$ cat src/dhp_map.svh
// How it works
// - first eight serial edges form instruction byte
// - instruction bit 7 one means read
// - bits 4..0 address register, 6..5 ignored
// - serial transfers move every byte of register
// - after last byte, next eight edges instruct
// - sample on rising edge, drive on falling
// - one shared bidirectional serial data pin
// - select high: pin released, cycle suspended
// - lsb first bit 23 picks order, default msb
// - msb mode walks bytes down, lsb walks up
// - order change applies right after its byte
// - parallel select high resets parallel port
// - direction high with select low means read
// - shared 8-bit bus carries address and data
// - parallel access takes three parallel clocks
// - read byte driven after second parallel edge
// - writes fill buffers; update strobe copies to active
// - update strobe sampled by synchronisation clock
`ifndef DHP_MAP_SVH
`define DHP_MAP_SVH
// byte-addressed register space
`define DHP_NUM_BYTES 64
`define DHP_NUM_REGS 32
// instruction byte fields
`define DHP_INS_READ_BIT 7
`define DHP_INS_ADDR_MSB 4
// lsb first control: byte 2 of the first control register, bit 7
`define DHP_LSBF_BYTE 6'h02
`define DHP_LSBF_BIT 7
`define DHP_INS_BITS 3'h7
`endif

$ cat src/dhp_pkg.sv
package dhp_pkg;
  // serial controller phases, gray along instruction -> data
  typedef enum logic [1:0] {DHP_SER_INS = 2'b00, DHP_SER_DATA = 2'b01} dhp_ser_t;
  // parallel port states, gray along idle -> data -> reinit
  typedef enum logic [1:0] {
    DHP_PAR_IDLE = 2'b00,
    DHP_PAR_DATA = 2'b01,
    DHP_PAR_REINIT = 2'b11
  } dhp_par_t;
endpackage : dhp_pkg

$ cat src/dhp_port.sv
`timescale 1ns/1ps
`default_nettype none
`include "dhp_map.svh"
// programming port: serial and parallel access to buffer registers
module dhp_port
#(
  parameter int NBYTES = `DHP_NUM_BYTES
)
(
  // clock and reset
  input wire logic clock,
  input wire logic nrst,
  // serial port pins
  input wire logic serClk,
  input wire logic serSelN,
  input wire logic serDataIn,
  output logic serDataOut,
  output logic serDataOe,
  // parallel port pins
  input wire logic parClk,
  input wire logic parSelN,
  input wire logic parRead,
  input wire logic [7:0] parBusIn,
  output logic [7:0] parBusOut,
  output logic parBusOe,
  // update strobe and sync clock
  input wire logic ioUpdate,
  input wire logic syncClk,
  // register layout: byte count of each register, base byte of each
  input wire logic [2:0] regLen [`DHP_NUM_REGS],
  input wire logic [5:0] regBase [`DHP_NUM_REGS],
  // status
  output logic lsbFirst,
  output logic updated
);
  //////////////////////////////////////////////////////////////////
  // synchronised pins
  logic sckRise, sckFall, csn;
  logic pckRise, pcs, prw;
  logic upd, synRise;
  logic [7:0] pBusM, pBus; // parallel bus sync chain
  dhp_edge_sync uSck (.clock(clock), .nrst(nrst), .pinIn(serClk), .level(),
    .rise(sckRise), .fall(sckFall));
  // selects idle high: their chains reset high so reset never looks like a select
  dhp_edge_sync #(.INIT(1'b1)) uCs (.clock(clock), .nrst(nrst), .pinIn(serSelN),
    .level(csn), .rise(), .fall());
  dhp_edge_sync uPck (.clock(clock), .nrst(nrst), .pinIn(parClk), .level(),
    .rise(pckRise), .fall());
  dhp_edge_sync #(.INIT(1'b1)) uPcs (.clock(clock), .nrst(nrst), .pinIn(parSelN),
    .level(pcs), .rise(), .fall());
  dhp_edge_sync uPrw (.clock(clock), .nrst(nrst), .pinIn(parRead), .level(prw),
    .rise(), .fall());
  dhp_edge_sync uUpd (.clock(clock), .nrst(nrst), .pinIn(ioUpdate), .level(upd),
    .rise(), .fall());
  dhp_edge_sync uSyn (.clock(clock), .nrst(nrst), .pinIn(syncClk), .level(),
    .rise(synRise), .fall());
  // bus needs only two stages; sampled at the parallel edge after settling
  always_ff @(posedge clock or negedge nrst)
  begin
    if (!nrst)
    begin
      pBusM <= 8'h00;
      pBus <= 8'h00;
    end
    else
    begin
      pBusM <= parBusIn;
      pBus <= pBusM;
    end
  end
  // the serial data bit travels with the clock through a matched delay
  logic sdM, sd;
  always_ff @(posedge clock or negedge nrst)
  begin
    if (!nrst)
    begin
      sdM <= 1'b0;
      sd <= 1'b0;
    end
    else
    begin
      sdM <= serDataIn;
      sd <= sdM;
    end
  end
  //////////////////////////////////////////////////////////////////
  // register storage: buffer and active copies, byte addressed
  logic [7:0] bufReg [NBYTES];
  logic [7:0] actReg [NBYTES];
  //////////////////////////////////////////////////////////////////
  // serial controller
  dhp_pkg::dhp_ser_t serPhase;
  logic [2:0] bitCnt; // bits taken in the current byte
  logic [7:0] shiftIn; // incoming byte shifter
  logic [7:0] shiftOut; // outgoing byte shifter
  logic serRd; // read cycle
  logic [4:0] serAddr; // register addressed
  logic [2:0] byteLeft; // bytes remaining after current
  logic [5:0] byteAddr; // current byte address
  logic walkUp; // byte walk direction, fixed when the instruction decodes
  // serial bits only count while selected; deselect freezes all state
  wire serEdge = sckRise & ~csn;
  wire serOut = sckFall & ~csn;
  wire byteDone = serEdge & (bitCnt == `DHP_INS_BITS);
  // assemble in selected order: msb first shifts left, lsb first right
  wire [7:0] nextShift = lsbFirst ? {sd, shiftIn[7:1]} : {shiftIn[6:0], sd};
  wire [4:0] insAddr = nextShift[`DHP_INS_ADDR_MSB:0];
  wire [2:0] insLen = regLen[insAddr];
  // msb first starts at top byte and walks down, lsb first walks up
  wire [5:0] firstByte = lsbFirst ? regBase[insAddr] :
    6'(regBase[insAddr] + 6'(insLen) - 6'h01);
  // a mid-cycle order change flips bit order only; the walk stays inside the register
  wire [5:0] stepByte = walkUp ? 6'(byteAddr + 6'h01) : 6'(byteAddr - 6'h01);
  wire serWr = (serPhase == dhp_pkg::DHP_SER_DATA) & ~serRd & byteDone;
  // order bit takes effect as soon as its byte lands
  wire [7:0] serWrByte = nextShift;
  wire lsbHit = serWr & (byteAddr == `DHP_LSBF_BYTE);
  // serial state machine
  always_ff @(posedge clock or negedge nrst)
  begin
    if (!nrst)
    begin
      serPhase <= dhp_pkg::DHP_SER_INS;
      bitCnt <= 3'h0;
      shiftIn <= 8'h00;
      serRd <= 1'b0;
      serAddr <= 5'h00;
      byteLeft <= 3'h0;
      byteAddr <= 6'h00;
      walkUp <= 1'b0;
    end
    else if (serEdge)
    begin
      bitCnt <= 3'(bitCnt + 3'h1);
      shiftIn <= nextShift;
      if (byteDone)
      begin
        case (serPhase)
          dhp_pkg::DHP_SER_INS:
          begin
            // instruction complete: decode direction and address
            serRd <= nextShift[`DHP_INS_READ_BIT];
            serAddr <= insAddr;
            byteAddr <= firstByte;
            walkUp <= lsbFirst;
            byteLeft <= 3'(insLen - 3'h1);
            serPhase <= dhp_pkg::DHP_SER_DATA;
          end
          dhp_pkg::DHP_SER_DATA:
          begin
            if (byteLeft == 3'h0)
              serPhase <= dhp_pkg::DHP_SER_INS;
            else
            begin
              byteLeft <= 3'(byteLeft - 3'h1);
              byteAddr <= stepByte;
            end
          end
          default: serPhase <= dhp_pkg::DHP_SER_INS;
        endcase
      end
    end
  end
  //////////////////////////////////////////////////////////////////
  // serial read output: load at byte start, shift on falling edges
  wire [5:0] loadAddr = (serPhase == dhp_pkg::DHP_SER_INS) ? firstByte : stepByte;
  wire loadOut = byteDone & ((serPhase == dhp_pkg::DHP_SER_INS) ? nextShift[7] :
    (serRd & byteLeft != 3'h0));
  logic pendLoad; // a fresh byte waits for the next falling edge
  logic [7:0] loadVal;
  always_ff @(posedge clock or negedge nrst)
  begin
    if (!nrst)
    begin
      shiftOut <= 8'h00;
      pendLoad <= 1'b0;
      loadVal <= 8'h00;
      serDataOut <= 1'b0;
      serDataOe <= 1'b0;
    end
    else
    begin
      if (loadOut)
      begin
        pendLoad <= 1'b1;
        loadVal <= bufReg[loadAddr];
      end
      else if (serOut)
      begin
        // driven on the falling edge
        pendLoad <= 1'b0;
        serDataOut <= pendLoad ? (lsbFirst ? loadVal[0] : loadVal[7]) :
          (lsbFirst ? shiftOut[1] : shiftOut[6]);
        shiftOut <= pendLoad ? loadVal :
          (lsbFirst ? {1'b0, shiftOut[7:1]} : {shiftOut[6:0], 1'b0});
      end
      // shared pin released when deselected or not in read data
      serDataOe <= ~csn & serRd & (serPhase == dhp_pkg::DHP_SER_DATA);
    end
  end
  //////////////////////////////////////////////////////////////////
  // parallel port: address, data, reinit
  dhp_pkg::dhp_par_t parState;
  logic [5:0] parAddr;
  logic parIsRd;
  wire parWr = (parState == dhp_pkg::DHP_PAR_DATA) & pckRise & ~parIsRd & ~pcs;
  always_ff @(posedge clock or negedge nrst)
  begin
    if (!nrst)
    begin
      parState <= dhp_pkg::DHP_PAR_IDLE;
      parAddr <= 6'h00;
      parIsRd <= 1'b0;
      parBusOut <= 8'h00;
      parBusOe <= 1'b0;
    end
    else if (pcs)
    begin
      // select high aborts any access
      parState <= dhp_pkg::DHP_PAR_IDLE;
      parBusOe <= 1'b0;
    end
    else if (pckRise)
    begin
      case (parState)
        dhp_pkg::DHP_PAR_IDLE:
        begin
          parAddr <= pBus[5:0];
          parIsRd <= prw;
          parState <= dhp_pkg::DHP_PAR_DATA;
        end
        dhp_pkg::DHP_PAR_DATA:
        begin
          // read byte appears after the second edge
          parBusOut <= bufReg[parAddr];
          parBusOe <= parIsRd;
          parState <= dhp_pkg::DHP_PAR_REINIT;
        end
        dhp_pkg::DHP_PAR_REINIT:
        begin
          parBusOe <= 1'b0;
          parState <= dhp_pkg::DHP_PAR_IDLE;
        end
        default: parState <= dhp_pkg::DHP_PAR_IDLE;
      endcase
    end
  end
  //////////////////////////////////////////////////////////////////
  // update strobe sampled on sync clock rising edges
  wire doUpdate = synRise & upd;
  genvar gi;
  generate
    for (gi = 0; gi < NBYTES; gi++)
    begin : gByte
      always_ff @(posedge clock or negedge nrst)
      begin
        if (!nrst)
        begin
          bufReg[gi] <= 8'h00;
          actReg[gi] <= 8'h00;
        end
        else
        begin
          if (serWr & (byteAddr == 6'(gi)))
            bufReg[gi] <= serWrByte;
          else if (parWr & (parAddr == 6'(gi)))
            bufReg[gi] <= pBus;
          if (doUpdate)
            actReg[gi] <= bufReg[gi];
        end
      end
    end
  endgenerate
  // order bit is live from the buffer so it acts mid-cycle
  always_ff @(posedge clock or negedge nrst)
  begin
    if (!nrst)
    begin
      lsbFirst <= 1'b0;
      updated <= 1'b0;
    end
    else
    begin
      if (lsbHit)
        lsbFirst <= serWrByte[`DHP_LSBF_BIT];
      else if (parWr & (parAddr == `DHP_LSBF_BYTE))
        lsbFirst <= pBus[`DHP_LSBF_BIT];
      updated <= doUpdate;
    end
  end
  //////////////////////////////////////////////////////////////////
  // checks
  a_rst_phase: assert property (@(posedge clock) $rose(nrst) |->
    serPhase == dhp_pkg::DHP_SER_INS) else $error("bad reset phase");
  a_ins_to_data: assert property (@(posedge clock) disable iff (!nrst)
    (serPhase == dhp_pkg::DHP_SER_INS && byteDone) |=> serPhase == dhp_pkg::DHP_SER_DATA)
    else $error("instruction not followed by data");
  a_read_dir: assert property (@(posedge clock) disable iff (!nrst)
    (serPhase == dhp_pkg::DHP_SER_INS && byteDone) |=> serRd == $past(nextShift[7]))
    else $error("direction wrong");
  a_hold_desel: assert property (@(posedge clock) disable iff (!nrst)
    csn |=> $stable(bitCnt)) else $error("counted while deselected");
  a_pin_release: assert property (@(posedge clock) disable iff (!nrst)
    csn[*2] |-> !serDataOe) else $error("pin driven while deselected");
  a_par_abort: assert property (@(posedge clock) disable iff (!nrst)
    pcs |=> parState == dhp_pkg::DHP_PAR_IDLE) else $error("parallel not reset");
  a_par_read: assert property (@(posedge clock) disable iff (!nrst)
    (parState == dhp_pkg::DHP_PAR_DATA && pckRise && !pcs && parIsRd) |=> parBusOe)
    else $error("read byte not driven");
  a_par_seq: assert property (@(posedge clock) disable iff (!nrst)
    (parState == dhp_pkg::DHP_PAR_DATA && pckRise && !pcs) |=>
    parState == dhp_pkg::DHP_PAR_REINIT) else $error("sequence broken");
  a_update_copy: assert property (@(posedge clock) disable iff (!nrst)
    doUpdate |=> updated) else $error("update not flagged");
  a_active_copy: assert property (@(posedge clock) disable iff (!nrst)
    doUpdate |=> actReg[`DHP_LSBF_BYTE] == $past(bufReg[`DHP_LSBF_BYTE]))
    else $error("active copy missed");
  c_ser_read: cover property (@(posedge clock) serDataOe);
  c_par_write: cover property (@(posedge clock) parWr);
  c_lsb_mode: cover property (@(posedge clock) lsbFirst);
endmodule : dhp_port
`default_nettype wire

$ cat src/dhp_edge_sync.sv
`timescale 1ns/1ps
`default_nettype none
// two-flop synchroniser with rising and falling edge pulses
module dhp_edge_sync
#(
  // reset level; set to the pin's idle level so no false edge follows reset
  parameter logic INIT = 1'b0
)
(
  // clock and reset
  input wire logic clock,
  input wire logic nrst,
  // asynchronous level in
  input wire logic pinIn,
  // synchronised level and edges
  output logic level,
  output logic rise,
  output logic fall
);
  logic meta; // first stage, read only by the second
  logic last; // previous synchronised value
  //////////////////////////////////////////////////////////////////
  // sync chain; edges come from second and third stages only
  always_ff @(posedge clock or negedge nrst)
  begin
    if (!nrst)
    begin
      meta <= INIT;
      level <= INIT;
      last <= INIT;
    end
    else
    begin
      meta <= pinIn;
      level <= meta;
      last <= level;
    end
  end
  assign rise = level & ~last;
  assign fall = ~level & last;
endmodule : dhp_edge_sync
`default_nettype wire

$ cat config.mk
export PLATFORM = sky130hd
export DESIGN_NAME = dhp_port
export DESIGN_NICKNAME = d
export VERILOG_FILES = /design/src/dhp_pkg.sv /design/src/dhp_port.sv /design/src/dhp_edge_sync.sv
export VERILOG_INCLUDE_DIRS = /design/src
export SDC_FILE = /design/constraint.sdc
export NUM_CORES = 2
export LEC_CHECK = 0
export BUFFER_PORTS_ARGS = -buffer_cell sky130_fd_sc_hd__buf_4
export CAP_MARGIN = 20
export CORE_AREA = 4 4 288 290
export CTS_CLUSTER_SIZE = 14
export DETAILED_ROUTE_END_ITERATION = 8
export DIE_AREA = 0 0 292 294
export PLACE_DENSITY = 0.73
export SLEW_MARGIN = 10
export SYNTH_ARGS = -nofsm -noshare
export SYNTH_HDL_FRONTEND = slang
export SYNTH_SLANG_ARGS = --single-unit
export TNS_END_PERCENT = 30
$ cat constraint.sdc
create_clock -name clock -period 6.7 [get_ports clock]
set_input_delay 0.67 -clock clock [delete_from_list [all_inputs] [get_ports clock]]
set_output_delay 0.67 -clock clock [all_outputs]
set_load 0.1 [all_outputs]
==> out/qor.txt <==
status - completed
dpl ws - 0.395 ns
CP max stage cell - a2111oi_0
mean post-synth cell area - 9.74 sq um
Yosys cell types - 76
Fin Clk Skew - 0.0436 ns
first-pass GRT wire length - 233000 microns
most frequent cell after synthesis - nand2_1
worst relative slew slack - 17.6%
routed len/inst - 29.5 microns
flop2flop setup slack - 0.25 ns
CTS max path bufs - 3
minimum clock period - 6.45 ns
Final Hold Fails - 0
setup ws final - 0.248 ns
Post-DRT Antenna Nets - 0
final setup violation count - 0
H-tree levels - 3
DR vias/cell - 6.83
Reg2Reg Depth - 20
clock sink total - 608
Worst Tran Pin Value - 1.24 ns
Synth top area share - 37.8%
Clock transition at path regs - 0.06 ns
Most used DFF post-synth - dfrtp_1
Slew Limit Fails - 0
pwr dens - 382 nW/um^2
Worst Path Required - 7.25 ns
Site Rows - 104
GPL Wtd Cong - 0.998
Root Driver - clkbuf_16
CP Launch Type - flip-flop
Seq/Total Area, Yosys - 38.1%
number of cells on the critical path - 20
initial antenna violation count - 6
Hold Crit Class - primary input to async pin
floorplan core area - 80300 sq um
fin area - 45600 sq um
worst-skew pair later-pin latency - 0.66 ns
area grow syn2layout - 14.0%
CP cell instances - mux2_8, buf_12, mux4_2, nand2_1, and3_1, a311oi_1, a31oi_1, ha_1, inv_1, ha_1, fa_1, xor2_1, nor2_1, a211oi_1, buf_4, nor2_2, buf_4, a2111oi_0, o41ai_1, a41oi_1
hold slack - 0.0399 ns
LEAKAGE - 20.9 nW
layout cell share with drive strength beyond 1 - 20.1%
DP Wirelength - 104000 microns
largest net degree at the start of global routing - 182
DR pass1 iterations - 9
total global-route track usage - 35.7%
DIE AREA - 85800 sq um
grt ovf - 0
Commonest cells post-synth - 741 x nand2_1, 604 x dfrtp_1, 588 x mux2i_1, 338 x o21ai_0, 286 x nor2_1
R2R Path End - loadVal[6]
Arr. time, crit path - 7.00 ns
Post-synth ARST share - 100%
Worst path max stage delay - 0.94 ns
Synth Warn # - 0
area post-placement - 43000 sq um
RSZ-0062 raised after global routing - false
First DRT Iteration DRCs - 5635
CP Capture Type - flip-flop
EDFF count, synth - 0
Worst Path Class, Setup - flip-flop to flip-flop
Seq cells post-synth - 608
vias in the first global route - 34915
fin util - 56.8%
cell family with most CP delay - compound AO/OA/AOI/OAI gates
fmax - 155 MHz
crit path buf inv count - 4
RR Startpoint - sd
setup TNS - 0 ns
num ports - 319
DRC viols - 0
peak supply drop - 662 uV
fin nets - 4526
max_cap viols - 0
CTS buffer count - 72
total routed wirelength - 157000 microns
cell taking the most area after synthesis - dfrtp_1
CTS tree - yes
CP max FO - 29
Die W - 292 microns
via count - 36420
Mapped Area - 40000 sq um
Final period util - 96.3%
Mapped Cells - 4105
Die Y - 294 microns
Starting Density - 49.8%
post-synth net total - 4427
Synth area leaders - dfrtp_1 38%, mux2i_1 15%, mux4_2 13%, nand2_1 7.0%, o21ai_0 4.2%
PortBufs - 318
where the power goes:
| part | internal (W) | switching [W] |
|---|---|---|
| Sequential | 0.00387 | 0.000350 |
| Combinational | 0.00258 | 0.00634 |
| Clock | 0.00255 | 0.00171 |
logic make-up (layout without fill, tap and decap cells):
group,count (synthesis),in the layout,synth area share [%]
muxes,862,862,28.9
other,0,9,0
and+or+nand+nor,1316,1316,14.2
xor gates and xnor gates,8,8,0.175
adders and majority gates,16,16,0.520
AOI/OAI and AO/OA,870,870,13.6
buffers and inverters,425,583,4.56
DFF,608,608,38.1
registers in the layout, summed over array words and instances (netlist names), 2 cells and up:
| register | count |
|---|---|
| bitCnt | 3 |
| byteAddr | 6 |
| parState | 2 |
| loadVal | 8 |
| shiftIn | 8 |
| parBusOut | 8 |
| parAddr | 6 |
| byteLeft | 3 |
| pBus | 8 |
| bufReg | 512 |
| shiftOut | 8 |
| pBusM | 8 |
per-stage QoR:
| step | cells | total power (W) |
|---|---|---|
| after floorplan | 4105 | 0.00947 |
| after CTS | 5318 | 0.0169 |
| after detailed placement | 5185 | 0.0126 |
| after global placement | 5179 | 0.0126 |
| final | 5332 | 0.0174 |
| after global routing | 5323 | 0.0177 |
repair_timing:
item	in CTS	in global routing
hold buffers	0	0
endpoints found under the setup margin	0	4
setup buffers	0	0
gates resized for setup	0	1
per-layer routing:
layer / GRT usage [%] / vias to the layer above / wire, microns
li1: - / 15275 / -
met1: 47.8 / 17766 / 59000
met2: 51.7 / 2777 / 67200
met3: 12.6 / 594 / 22200
met4: 17.5 / 8 / 8940
met5: 0.111 / - / 48
how the worst max path moves through the flow:
stage / slack, ns / from / endpoint
detailed placement: 0.40 / sd / loadVal[3]
CTS: 0.37 / sd / loadVal[3]
global placement: 0.35 / sd / loadVal[5]
global route: 0.01 / sd / loadVal[2]
finish: 0.25 / sd / loadVal[6]
floorplan: 0.63 / bufReg[495] / loadVal[6]
worst reg2reg max path: stages, from the launching register on:
cell and delay, ns:
dfrtp_1 0.57, mux2_8 0.46, buf_12 0.26, mux4_2 0.55, nand2_1 0.08, and3_1 0.16, a311oi_1 0.08, a31oi_1 0.31
ha_1 0.20, inv_1 0.04, ha_1 0.25, fa_1 0.48, xor2_1 0.18, nor2_1 0.05, a211oi_1 0.57, buf_4 0.24
nor2_2 0.04, buf_4 0.26, a2111oi_0 0.96, o41ai_1 0.31, a41oi_1 0.31
cell type report:
| class | count | area (sq um) |
|---|---|---|
| diodes | 9 | 22.5 |
| fillers | 6803 | 34700 |
| repair buffers | 427 | 3330 |
| well taps | 1060 | 1330 |
| inverters | 23 | 86.3 |
| clock inverters | 26 | 410 |
| multi-input cells | 3072 | 23000 |
| flip-flops and latches | 608 | 15200 |
| clock buffers | 107 | 2110 |
cell usage in the layout (no fill, tap or decap), drive strengths merged, types with 7 or more instances in the layout:
master,synthesis,layout
nand2b,13,13
clkbuf,279,107
and2,9,9
mux4,227,227
a2111oi,23,23
dfrtp,604,604
nand4,13,13
a211oi,64,64
clkinv,0,12
a22oi,16,16
o41ai,17,17
bufinv,0,9
a21oi,227,227
a211o,14,14
a41oi,11,11
nor2b,9,9
or4b,7,7
a31oi,8,8
diode,0,9
nor4,12,12
mux2,45,45
a311o,21,21
o21ai,339,339
a2111o,16,16
nand2,741,741
and3,134,134
o2111ai,10,10
o211ai,15,15
nor3,30,30
mux2i,590,590
inv,23,27
buf,123,427
ha,15,15
nor2,286,286
nand3,42,42
a311oi,64,64
Power figures use the tool's default switching activity.
